[config.mk]
export PLATFORM = sky130hd
export DESIGN_NAME = cfef_top
export DESIGN_NICKNAME = d
export VERILOG_FILES = /design/src/include/cfef_pkg.sv /design/src/logic/cfef_flag_reg.sv /design/src/logic/cfef_top.sv
export SDC_FILE = /design/constraint.sdc
export NUM_CORES = 1
export LEC_CHECK = 0
export ABC_AREA = 1
export BUFFER_PORTS_ARGS = -buffer_cell sky130_fd_sc_hd__buf_2
export CORE_MARGIN = 1.5
export CORE_UTILIZATION = 25
export CTS_CLUSTER_SIZE = 12
export DETAILED_ROUTE_END_ITERATION = 12
export GPL_TIMING_DRIVEN = 0
export HOLD_SLACK_MARGIN = 0.1
export PLACE_DENSITY_LB_ADDON = 0.25
export SYNTH_ARGS = -nofsm -noshare
export SYNTH_HDL_FRONTEND = slang
export SYNTH_SLANG_ARGS = --single-unit
[constraint.sdc]
create_clock -name ref_clk_i -period 2.56 [get_ports ref_clk_i]
set_input_delay 0.384 -clock ref_clk_i [delete_from_list [all_inputs] [get_ports ref_clk_i]]
set_output_delay 0.384 -clock ref_clk_i [all_outputs]
set_load 0.005 [all_outputs]
[src/include/cfef_pkg.sv]
// Constants shared by the codec fault and event flag block
package cfef_pkg;

  // Register numbers on the control bus
  localparam int              REG_AW          = 7;
  localparam logic [6:0]      REG_DRV_STATUS  = 7'h5f;  // driver_fault_status
  localparam logic [6:0]      REG_LATCHED     = 7'h60;  // latched_event_flags
  localparam logic [6:0]      REG_LIVE        = 7'h61;  // live_event_flags
  localparam logic [6:0]      REG_BTN_CLEAR   = 7'h0e;  // Read of this register clears live button bit

  // Bit positions used in the three registers
  localparam int              BIT_SHORT_L     = 7;
  localparam int              BIT_SHORT_R     = 6;
  localparam int              BIT_SHORT_COM   = 5;
  localparam int              BIT_COM_POWER   = 3;
  localparam int              BIT_BUTTON      = 3;
  localparam int              BIT_HEADSET     = 2;
  localparam int              BIT_NOISE_L     = 1;
  localparam int              BIT_NOISE_R     = 0;

  // Values after reset, and the data returned for unmapped reads
  localparam logic [7:0]      FLAGS_RST       = 8'h00;
  localparam logic [7:0]      RD_DATA_RST     = 8'h00;
  localparam logic [7:0]      UNMAPPED_DATA   = 8'h00;

  // Interrupt pulse timing
  localparam int              CLK_PERIOD_NS   = 25;
  localparam int              IRQ_PULSE_NS    = 2000000;
  localparam int              IRQ_CNT_W       = 17;
  localparam logic [16:0]     IRQ_PULSE_CYC_DEF = 17'(IRQ_PULSE_NS / CLK_PERIOD_NS);
  localparam logic [16:0]     IRQ_CNT_RST     = 17'h00000;

  // Interrupt pulse generator states
  typedef enum logic [1:0] {
    IRQ_IDLE,
    IRQ_ON,
    IRQ_OFF
  } cfef_irq_state_t;

endpackage : cfef_pkg

[src/logic/cfef_flag_reg.sv]
// Sticky flag register where a set always beats a clear
`timescale 1ns/1ps
module cfef_flag_reg
  import cfef_pkg::*;
#(
  parameter int W = 8
) (
  input  wire logic         ref_clk_i,  // System clock
  input  wire logic         nrst_i,     // Synchronous reset, active low
  input  wire logic [W-1:0] set_i,      // Per-bit set request
  input  wire logic [W-1:0] clr_i,      // Per-bit clear request
  output logic      [W-1:0] flags_o     // Held flags
);

  logic [W-1:0] flags_r;    // Flag storage
  logic [W-1:0] flags_nxt;  // Next flag value

  // Keep, clear, then set so an arriving event is never lost
  always_comb begin
    flags_nxt = (flags_r & ~clr_i) | set_i;
  end

  // Register the flags
  always_ff @(posedge ref_clk_i) begin
    if (!nrst_i) begin
      flags_r <= W'(FLAGS_RST);
    end else begin
      flags_r <= flags_nxt;
    end
  end

  assign flags_o = flags_r;

endmodule : cfef_flag_reg

[src/logic/cfef_top.sv]
// Fault status and event flag registers with interrupt pulse output
`timescale 1ns/1ps
module cfef_top
  import cfef_pkg::*;
#(
  parameter logic [16:0] IRQ_PULSE_CYC = IRQ_PULSE_CYC_DEF  // Interrupt pulse length in clocks
) (
  input  wire logic              ref_clk_i,             // System clock, 40 MHz
  input  wire logic              nrst_i,                // Synchronous reset, active low
  input  wire logic              rd_en_i,               // Register read strobe
  input  wire logic [REG_AW-1:0] rd_addr_i,             // Register number being read
  output logic      [7:0]        rd_data_o,             // Read data, one cycle after strobe
  output logic                   rd_valid_o,            // Read data valid pulse
  input  wire logic              short_left_i,          // Short on left_headphone_driver
  input  wire logic              short_right_i,         // Short on right_headphone_driver
  input  wire logic              short_common_i,        // Short on headphone_common_driver
  input  wire logic              common_powered_i,      // headphone_common_driver fully up
  input  wire logic              button_press_i,        // Headset button pressed
  input  wire logic              headset_present_i,     // Headset detected
  input  wire logic              noise_left_i,          // Left record power under noise threshold
  input  wire logic              noise_right_i,         // Right record power under noise threshold
  input  wire logic              irq_continuous_i,      // Continuous interrupt pulsing selected
  output logic                   irq_o                  // Interrupt output, active high
);

  // Address match, used by several decodes
  function automatic logic reg_hit(input logic [REG_AW-1:0] addr, input logic [REG_AW-1:0] num);
    reg_hit = (addr == num);
  endfunction : reg_hit

  // Read decodes
  logic rd_status;   // Read of driver_fault_status
  logic rd_latched;  // Read of latched_event_flags
  logic rd_live;     // Read of live_event_flags
  logic rd_btn_clr;  // Read that clears the live button bit

  assign rd_status  = rd_en_i && reg_hit(rd_addr_i, REG_DRV_STATUS);
  assign rd_latched = rd_en_i && reg_hit(rd_addr_i, REG_LATCHED);
  assign rd_live    = rd_en_i && reg_hit(rd_addr_i, REG_LIVE);
  assign rd_btn_clr = rd_en_i && reg_hit(rd_addr_i, REG_BTN_CLEAR);

  // Headset presence edge tracking
  logic headset_prev_r;   // Presence seen last cycle
  logic headset_prev_nxt; // Next presence history
  logic headset_change;   // Insertion or removal this cycle

  // Track presence to see changes in either direction
  always_comb begin
    headset_prev_nxt = headset_present_i;
  end

  // Register presence history
  always_ff @(posedge ref_clk_i) begin
    if (!nrst_i) begin
      headset_prev_r <= 1'b0;
    end else begin
      headset_prev_r <= headset_prev_nxt;
    end
  end

  assign headset_change = headset_present_i ^ headset_prev_r;

  // Event vector for the latched flags
  logic [7:0] shorts_w;     // Short bits placed at their positions
  logic [7:0] event_set;    // Conditions that set latched flags
  logic [7:0] event_clr;    // Clear request from a flags read
  logic [7:0] latched_q;    // Latched flag contents
  logic [0:0] btn_live_q;   // Sticky button bit of the live register
  logic       irq_trigger;  // A new flag is about to latch

  // Gather the shorts once, reused by three registers
  always_comb begin
    shorts_w                = 8'h00;
    shorts_w[BIT_SHORT_L]   = short_left_i;
    shorts_w[BIT_SHORT_R]   = short_right_i;
    shorts_w[BIT_SHORT_COM] = short_common_i;
  end

  // Build set and clear vectors for the latched flags
  always_comb begin
    event_set              = shorts_w;
    event_set[BIT_BUTTON]  = button_press_i;
    event_set[BIT_HEADSET] = headset_change;
    event_set[BIT_NOISE_L] = noise_left_i;
    event_set[BIT_NOISE_R] = noise_right_i;
    // Read clears bits whose cause has gone; live causes set again
    event_clr = rd_latched ? ~event_set : 8'h00;
  end

  // Latched event flags; set beats clear so nothing is lost
  cfef_flag_reg #(
    .W         (8)
  ) u_latched (
    .ref_clk_i (ref_clk_i),
    .nrst_i    (nrst_i),
    .set_i     (event_set),
    .clr_i     (event_clr),
    .flags_o   (latched_q)
  );

  // Live button bit behaves as sticky, cleared by its own read
  cfef_flag_reg #(
    .W         (1)
  ) u_btn_live (
    .ref_clk_i (ref_clk_i),
    .nrst_i    (nrst_i),
    .set_i     (button_press_i),
    .clr_i     (rd_btn_clr),
    .flags_o   (btn_live_q)
  );

  // Interrupt fires when a condition sets a flag not yet held
  assign irq_trigger = |(event_set & ~latched_q);

  // Register read images
  logic [7:0] status_img;  // driver_fault_status contents
  logic [7:0] live_img;    // live_event_flags contents

  // Compose the status and live images
  always_comb begin
    status_img                = shorts_w;
    status_img[BIT_COM_POWER] = common_powered_i;
    live_img                  = shorts_w;
    live_img[BIT_BUTTON]      = btn_live_q[0];
    live_img[BIT_HEADSET]     = headset_present_i;
    live_img[BIT_NOISE_L]     = noise_left_i;
    live_img[BIT_NOISE_R]     = noise_right_i;
  end

  // Read port
  logic [7:0] rd_data_r;    // Read data register
  logic [7:0] rd_data_nxt;  // Next read data
  logic       rd_valid_r;   // Read valid register
  logic       rd_valid_nxt; // Next read valid

  // Select read data; writes do not exist, reserved bits are zero
  always_comb begin
    rd_data_nxt  = rd_data_r;
    rd_valid_nxt = rd_en_i;
    if (rd_en_i) begin
      if (rd_status) begin
        rd_data_nxt = status_img;
      end else if (rd_latched) begin
        rd_data_nxt = latched_q;
      end else if (rd_live) begin
        rd_data_nxt = live_img;
      end else begin
        rd_data_nxt = UNMAPPED_DATA;  // Other registers live elsewhere
      end
    end
  end

  // Register read data and valid
  always_ff @(posedge ref_clk_i) begin
    if (!nrst_i) begin
      rd_data_r  <= RD_DATA_RST;
      rd_valid_r <= 1'b0;
    end else begin
      rd_data_r  <= rd_data_nxt;
      rd_valid_r <= rd_valid_nxt;
    end
  end

  assign rd_data_o  = rd_data_r;
  assign rd_valid_o = rd_valid_r;

  // Interrupt pulse generator
  cfef_irq_state_t        irq_state_r;   // Pulse state
  cfef_irq_state_t        irq_state_nxt; // Next pulse state
  logic [IRQ_CNT_W-1:0]   irq_cnt_r;     // Cycles spent in current phase
  logic [IRQ_CNT_W-1:0]   irq_cnt_nxt;   // Next phase count
  logic                   irq_r;         // Interrupt output register
  logic                   irq_nxt;       // Next interrupt level
  logic                   phase_done;    // Current phase has run its length

  assign phase_done = (irq_cnt_r == IRQ_PULSE_CYC - 17'h00001);

  // Single mode gives one pulse; continuous repeats on/off until a flags read
  always_comb begin
    irq_state_nxt = irq_state_r;
    irq_cnt_nxt   = irq_cnt_r + 17'h00001;
    unique case (irq_state_r)
      IRQ_IDLE: begin
        irq_cnt_nxt = IRQ_CNT_RST;
        if (irq_trigger) begin
          irq_state_nxt = IRQ_ON;
        end
      end
      IRQ_ON: begin
        if (irq_continuous_i && rd_latched && !irq_trigger) begin
          irq_state_nxt = IRQ_IDLE;
          irq_cnt_nxt   = IRQ_CNT_RST;
        end else if (phase_done) begin
          irq_state_nxt = irq_continuous_i ? IRQ_OFF : IRQ_IDLE;
          irq_cnt_nxt   = IRQ_CNT_RST;
        end
      end
      IRQ_OFF: begin
        if (!irq_continuous_i || (rd_latched && !irq_trigger)) begin
          irq_state_nxt = IRQ_IDLE;
          irq_cnt_nxt   = IRQ_CNT_RST;
        end else if (phase_done) begin
          irq_state_nxt = IRQ_ON;
          irq_cnt_nxt   = IRQ_CNT_RST;
        end
      end
    endcase
    irq_nxt = (irq_state_nxt == IRQ_ON);
  end

  // Register pulse state, count and output
  always_ff @(posedge ref_clk_i) begin
    if (!nrst_i) begin
      irq_state_r <= IRQ_IDLE;
      irq_cnt_r   <= IRQ_CNT_RST;
      irq_r       <= 1'b0;
    end else begin
      irq_state_r <= irq_state_nxt;
      irq_cnt_r   <= irq_cnt_nxt;
      irq_r       <= irq_nxt;
    end
  end

  assign irq_o = irq_r;

  // Checks on the registers and the interrupt
  a_status_shorts: assert property (
    @(posedge ref_clk_i) disable iff (!nrst_i)
    rd_status |=> rd_data_o[7:5] == $past(shorts_w[7:5]))
    else $error("Status shorts not reported live");

  a_status_power: assert property (
    @(posedge ref_clk_i) disable iff (!nrst_i)
    rd_status |=> rd_data_o[BIT_COM_POWER] == $past(common_powered_i))
    else $error("Common driver power bit wrong");

  a_status_reserved: assert property (
    @(posedge ref_clk_i) disable iff (!nrst_i)
    rd_status |=> rd_valid_o && rd_data_o[4] == 1'b0 && rd_data_o[2:0] == 3'h0)
    else $error("Reserved status bits not zero");

  a_sticky_hold: assert property (
    @(posedge ref_clk_i) disable iff (!nrst_i)
    latched_q[BIT_SHORT_L] && !rd_latched |=> latched_q[BIT_SHORT_L])
    else $error("Latched flag dropped without a read");

  a_short_latch: assert property (
    @(posedge ref_clk_i) disable iff (!nrst_i)
    short_right_i ##1 (rd_en_i && rd_addr_i == REG_LATCHED) |=> rd_data_o[BIT_SHORT_R])
    else $error("Right short not latched");

  a_button_latch: assert property (
    @(posedge ref_clk_i) disable iff (!nrst_i)
    button_press_i |=> latched_q[BIT_BUTTON])
    else $error("Button press not latched");

  a_headset_change: assert property (
    @(posedge ref_clk_i) disable iff (!nrst_i)
    $changed(headset_present_i) |=> latched_q[BIT_HEADSET])
    else $error("Headset change not latched");

  a_noise_latch: assert property (
    @(posedge ref_clk_i) disable iff (!nrst_i)
    (noise_left_i && noise_right_i) |=> latched_q[1:0] == 2'b11)
    else $error("Noise gate not latched");

  a_live_shorts: assert property (
    @(posedge ref_clk_i) disable iff (!nrst_i)
    rd_live |=> rd_data_o[7:5] == $past(shorts_w[7:5]) && rd_data_o[4] == 1'b0)
    else $error("Live shorts wrong");

  a_live_headset: assert property (
    @(posedge ref_clk_i) disable iff (!nrst_i)
    rd_live |=> rd_data_o[BIT_HEADSET] == $past(headset_present_i))
    else $error("Live headset bit wrong");

  a_live_noise: assert property (
    @(posedge ref_clk_i) disable iff (!nrst_i)
    rd_live && !noise_left_i && !noise_right_i |=> rd_data_o[1:0] == 2'b00)
    else $error("Live noise bits wrong");

  a_button_sticky: assert property (
    @(posedge ref_clk_i) disable iff (!nrst_i)
    btn_live_q[0] && !button_press_i && rd_btn_clr |=> !btn_live_q[0])
    else $error("Live button bit not cleared by read");

  a_irq_stop: assert property (
    @(posedge ref_clk_i) disable iff (!nrst_i)
    irq_continuous_i && rd_latched && !irq_trigger |=> !irq_o && irq_state_r == IRQ_IDLE)
    else $error("Continuous interrupt kept pulsing after flags read");

  a_clear_read: assert property (
    @(posedge ref_clk_i) disable iff (!nrst_i)
    rd_latched && !noise_right_i |=> !latched_q[BIT_NOISE_R] && rd_data_o == $past(latched_q))
    else $error("Flags read did not return then clear");

endmodule : cfef_top

Word-level counts from Yosys, hierarchy flattened

Cells that the tools add are included.

Register bits after elaboration: 39
Bits of input ports: 19

Bitwise operators: 10
Muxes and demuxes: 15
Eq/ne operators: 8
Reductions and logical operators: 12
Add/subtract/negate cells: 1

Operators with widths:

| cell                                          | count |
|---|---|
| two-way mux 17 bit                            | 3 |
| one-hot mux 17 bit (3 select lines)           | 1 |
| two-way mux 8 bit                             | 4 |
| NOT 8 bit                                     | 3 |
| == test 7 bit, second input constant          | 3 |
| adder 17 x 1 -> 17 bit, second input constant | 1 |
| == test 17 bit, second input constant         | 1 |
| bitwise AND 8 bit                             | 2 |
| two-way mux 2 bit                             | 6 |
| bitwise OR 8 bit                              | 1 |
| OR reduction 8 bit                            | 1 |
| == test 7 x 4 -> 1 bit, second input constant | 1 |
| logical AND 1 bit                             | 7 |
| one-hot mux 2 bit (3 select lines)            | 1 |
| == test 2 x 1 -> 1 bit, second input constant | 2 |
| == test 2 bit, second input constant          | 1 |
| logical NOT 1 bit                             | 2 |
| logical NOT 2 bit                             | 1 |
| bitwise AND 1 bit                             | 1 |
| logical OR 1 bit                              | 1 |
| NOT 1 bit                                     | 1 |
| bitwise OR 1 bit                              | 1 |
| bitwise XOR 1 bit                             | 1 |

Longest topological paths before layout

Depth after elaboration: 9
Gate-level depth with buffers: 12
Depth with buffers taken out: 12

Cells and area by module

A second synthesis with hierarchy kept.

Cells, all modules: 306
Area, all modules: 2149.6 µm²

By module, submodules not included:

| module                      | times used | area each (µm²) | cells each | seq. area each (µm²) |
|---|---|---|---|---|
| cfef_top                    | 1          | 1811.7          | 259        | 600.6 |
| cfef_flag_reg at u_latched  | 1          | 294.0           | 41         | 160.2 |
| cfef_flag_reg at u_btn_live | 1          | 43.8            | 6          | 20.0 |

Least setup slack after synthesis

No wires, ideal clock.

Path type: register to register
Start: register irq_cnt_r[0]
End: register irq_cnt_r[16]
Arrival: 1.366 ns
Setup slack: 1.078 ns
Cell stages (with the launch flop): 9
Path through: dfxtp_1 -> ha_1 -> nand4_2 -> nor2_4 -> nand4_2 -> nor2_2 -> nand2_1 -> xor2_1 -> nor2_1

Cells in the longest elaborated chain, start to end: 4

RTL lines:

| item                                                            | line                             | source |
|---|---|---|
| start, declared                                                 | cfef_top.sv:170                  | `logic [IRQ_CNT_W-1:0] irq_cnt_r;` |
| start signal, assigned                                          | cfef_top.sv:219                  | `irq_cnt_r <= irq_cnt_nxt;` |
| adder 17 x 1 -> 17 bit / == test 17 bit (equally long branches) | cfef_top.sv:181, cfef_top.sv:176 |  |
| two-way mux 17 bit (*)                                          | cfef_top.sv:193, cfef_top.sv:202 |  |
| two-way mux 17 bit, on equally long branches                    | cfef_top.sv:199, cfef_top.sv:190 |  |
| one-hot mux 17 bit (3 select lines) (*)                         | cfef_top.sv:182                  | `unique case (irq_state_r)` |

Every way passes the cells marked *; elsewhere a longest branch is shown, timed or not.
A chain may end at the register's enable or synchronous reset.

Worst setup path after layout

Ends and elaborated chain as after synthesis.

==> Flow_metrics.wiki <==
{| class="wikitable"
! Metric !! Value
|-
| Run status || finished clean
|-
| Setup Viol. Count Final || 0
|-
| Crit start category || register
|-
| PwrDens || 496 mW/mm²
|-
| Count of H-tree levels built during CTS || 2
|-
| Antenna violations before repair || 0
|-
| Adder-cell share of the synthesized area || 0.0192
|-
| Delay of the slowest cell on the worst path || a little under 400 ps
|-
| Slowest cell on the critical path || dfxtp_1
|-
| Number of diodes || 0
|-
| Insertion delay to the later sink of the worst-skew pair || ~280 ps
|-
| Number of cells after detailed placement || 401
|-
| Compound-Gate Fraction of Synth Area || 0.0856
|-
| Setup CP Type || reg2reg
|-
| Yosys warning total || 0
|-
| TritonCTS clock tree || done
|-
| # fillers || 850
|-
| Total global routing overflow || 0
|-
| Cell with the most instances on the worst path || nand4_2
|-
| Number of nets produced by synthesis || 293
|-
| Post-Route Setup TNS || 0 ps
|-
| Area leader, netlist || dfxtp_1
|-
| Count of vias placed by the detailed router || 1718
|-
| Nets || about 330
|-
| Maximum number of pins on one net before global-route repair || 12
|-
| Share of the clock period used by the worst path || 0.659
|-
| Number of hold violations in the final report || 0
|-
| Drt via density || 4.20
|-
| Clock input transition at the sequential cells of the worst setup and hold paths || around 80 ps
|-
| Critical Path Source || irq_cnt_r[0]$_SDFF_PN0_
|-
| Count of pins on the block boundary || 29
|-
| Die height || 91.5 µm
|-
| Effective utilization at floorplan || 0.256
|-
| Reg2reg start || irq_cnt_r[0]$_SDFF_PN0_
|-
| Total count of max-transition violations in the final report || 0
|-
| Final total power || approximately 0.0011 W
|-
| Final antenna-violating net count || 0
|-
| Sequential share of the synthesized area || 0.399
|-
| Cts-stage hold buffer count || 0
|-
| Worst-Margin Slew || approximately 500 ps
|-
| Clk Tree Root Cell || clkbuf_8
|-
| Arrival time worst endpoint || 1860 ps
|-
| Mux share of post-synthesis cell area || 0
|-
| Die width || ~90 µm
|-
| Post-detail-place hpwl || 3200 µm
|-
| Largest family of logic cells by synthesized area || simple AND/OR/NAND/NOR gates
|-
| Leakage power || 1.02 nW
|-
| Clock tree buffer depth || 2
|-
| Total detailed-routing wirelength || a little over 4000 µm
|-
| Proportion of netlist area held by the largest area contributor || 0.399
|-
| Flip-flop and latch count after synthesis || 39
|-
| Peak supply drop || 178 µV
|-
| Synth-to-layout area growth || 17.8%
|-
| Wire length of the first global-routing pass || between 7000 and 8000 µm
|-
| Routed WL per cell || 10.0 µm
|-
| Mapped Cells || 271
|-
| Time the final worst path needs with I/O delays and setup || 1690 ps
|-
| Placer congestion estimate || ~0.79
|-
| Number of global-route vias before repair || ~1700
|-
| Startpoint of the lowest-slack hold path || headset_present_i
|-
| Post-synthesis instance area || 0.00196 mm²
|-
| DRC || 0
|-
| Cell-by-cell listing of the critical path || ha_1, nand4_2, nor2_4, nand4_2, nor2_2, nand2_1, xor2_1, nor2_1
|-
| Count of maximum capacitance violations || 0
|-
| Clk sinks || 39
|-
| Req. time, crit path || between 2000 and 3000 ps
|-
| Detailed router's first-iteration violation count || 63
|-
| Parity-gate share of the synthesized area counting xor and xnor cells || 0.0313
|-
| Maximum frequency from static timing analysis || approximately 0.6 GHz
|-
| Synthesized area per cell || 7.23 µm²
|-
| Capturing element type of the critical path || register
|-
| Largest cells by area after synthesis || dfxtp_1, nand2_1, inv_1, nor2_1, nor2_2
|-
| Tot GR Track Use || 0.110
|-
| Post-CTS setup-driven buffer insertion count || 0
|-
| Number of cells in the finished layout apart from fillers || 409
|-
| Number of gates given a new drive strength after cts || 0
|-
| Drt pass-1 iters || 4
|-
| Worst Skew || roughly 5.0 ps
|-
| Setup repair after global routing missed its margin || no
|-
| Total Die Area || 0.00837 mm²
|-
| Slew headroom || 0.662
|-
| Post-synth cell types || 29
|-
| Simple-gate area share of the yosys netlist || 0.364
|-
| Type of the worst min-delay path || in2reg
|-
| Register area || 781 µm²
|-
| Count of standard-cell rows || 32
|-
| Share of layout cells above drive strength 1 || 0.215
|-
| Num CTS Buffers || 5
|-
| Number of I/O port buffers || 28
|-
| Area inside the core boundary || 0.00765 mm²
|-
| Area of the multi-input gates || a little under 0.001 mm²
|-
| Largest fanout on the critical path || 7
|}
## worst max-delay path: cells and delay by family, from the launching register on
family        cells  cell delay [ps]
xor+xnor          1              130
fa+ha+maj         1              240
simple gates      6              810
flops             1              390
## synth_stat cells
| cell type | n |
|---|---|
| nand2_1 | 55 |
| inv_1 | 46 |
| dfxtp_1 | 39 |
| nor2_1 | 30 |
| a21oi_1 | 14 |
| nor2_2 | 14 |
| nand3_1 | 13 |
| nor3_1 | 9 |
| o21ai_0 | 8 |
| nand4_1 | 6 |
| xor2_1 | 6 |
| nand2_2 | 4 |
| clkbuf_1 | 3 |
| ha_1 | 3 |
| nor2_4 | 3 |
| nand3_2 | 2 |
| nand4_2 | 2 |
| nor3_2 | 2 |
| o211ai_1 | 2 |
| a41oi_1 | 1 |
| buf_6 | 1 |
| inv_2 | 1 |
| nand3_4 | 1 |
| nor3_4 | 1 |
| o21ai_1 | 1 |
| o21bai_2 | 1 |
| o221ai_1 | 1 |
| o41ai_1 | 1 |
| xnor2_1 | 1 |
## stage by stage
step / utilization / instance area, µm² / setup slack, ps / hold slack (ps)
global route: 0.302 / 2310 / 714 / 317
floorplan: - / 1960 / 1080 / 415
CTS: 0.302 / 2310 / 857 / 295
global placement: 0.291 / 2230 / 831 / 424
finish: 0.302 / 2310 / 873 / 306
detailed placement: 0.291 / 2230 / 818 / 427
## flip-flops by register name (all words and copies together) (netlist names)
name                count
rd_valid_o              1
irq_cnt_r              17
u_latched.flags_o       8
rd_data_o               8
headset_prev_r          1
irq_o                   1
irq_state_r             2
u_btn_live.flags_o      1
## metal layers
metal,vias up,GRT usage,part of all wire
met5,-,0,0
met4,0,0.0430,0.020
met3,6,0.0201,0.017
met2,17,0.191,0.48
met1,775,0.132,0.48
li1,920,-,-
## layout make-up
| class | count | area share |
|---|---|---|
| clock buffer | 7 | 0.0331 |
| inverter | 47 | 0.0765 |
| tap | 102 | 0.0553 |
| timing repair buffer | 28 | 0.0607 |
| clock inverter | 1 | 0.00217 |
| buffer | 4 | 0.00976 |
| sequential | 39 | 0.338 |
| multi-input combinational | 181 | 0.424 |
## cell usage in the layout, fill, tap and decap left out, types with 2 or more instances in the layout
cell type / count
a21oi_1: 14
buf_2: 28
clkbuf_1: 5
clkbuf_8: 5
dfxtp_1: 39
ha_1: 3
inv_1: 46
nand2_1: 55
nand2_2: 4
nand3_1: 13
nand3_2: 2
nand4_1: 6
nand4_2: 2
nor2_1: 30
nor2_2: 14
nor2_4: 3
nor3_1: 9
nor3_2: 2
o211ai_1: 2
o21ai_0: 8
xor2_1: 6
## report_power, final
part | total [W] | switching (W) | internal (W)
clock | 0.000404 | 0.000212 | 0.000191
combinational | 0.000108 | 0.0000679 | 0.0000405
sequential | 0.000632 | 0.00000869 | 0.000623
total | 0.00114 | 0.000289 | 0.000855
## path summary, 6_finish.rpt
path / to / slack [ps] / cells past startpoint
setup / recovery: irq_cnt_r[16]$_SDFF_PN0_ / 870 / 8
hold / removal: headset_prev_r$_SDFF_PN0_ / 310 / 3
setup reg to reg: irq_cnt_r[16]$_SDFF_PN0_ / 870 / 8
hold reg to reg: u_latched.flags_o[4]$_SDFF_PN0_ / 440 / 2
## cell families after synthesis
logic type,after synthesis
simple gates,142
flops,39
xor+xnor,7
fa+ha+maj,3
compound gates,29
buf+inv,51
(Power assumes the default switching activity.)
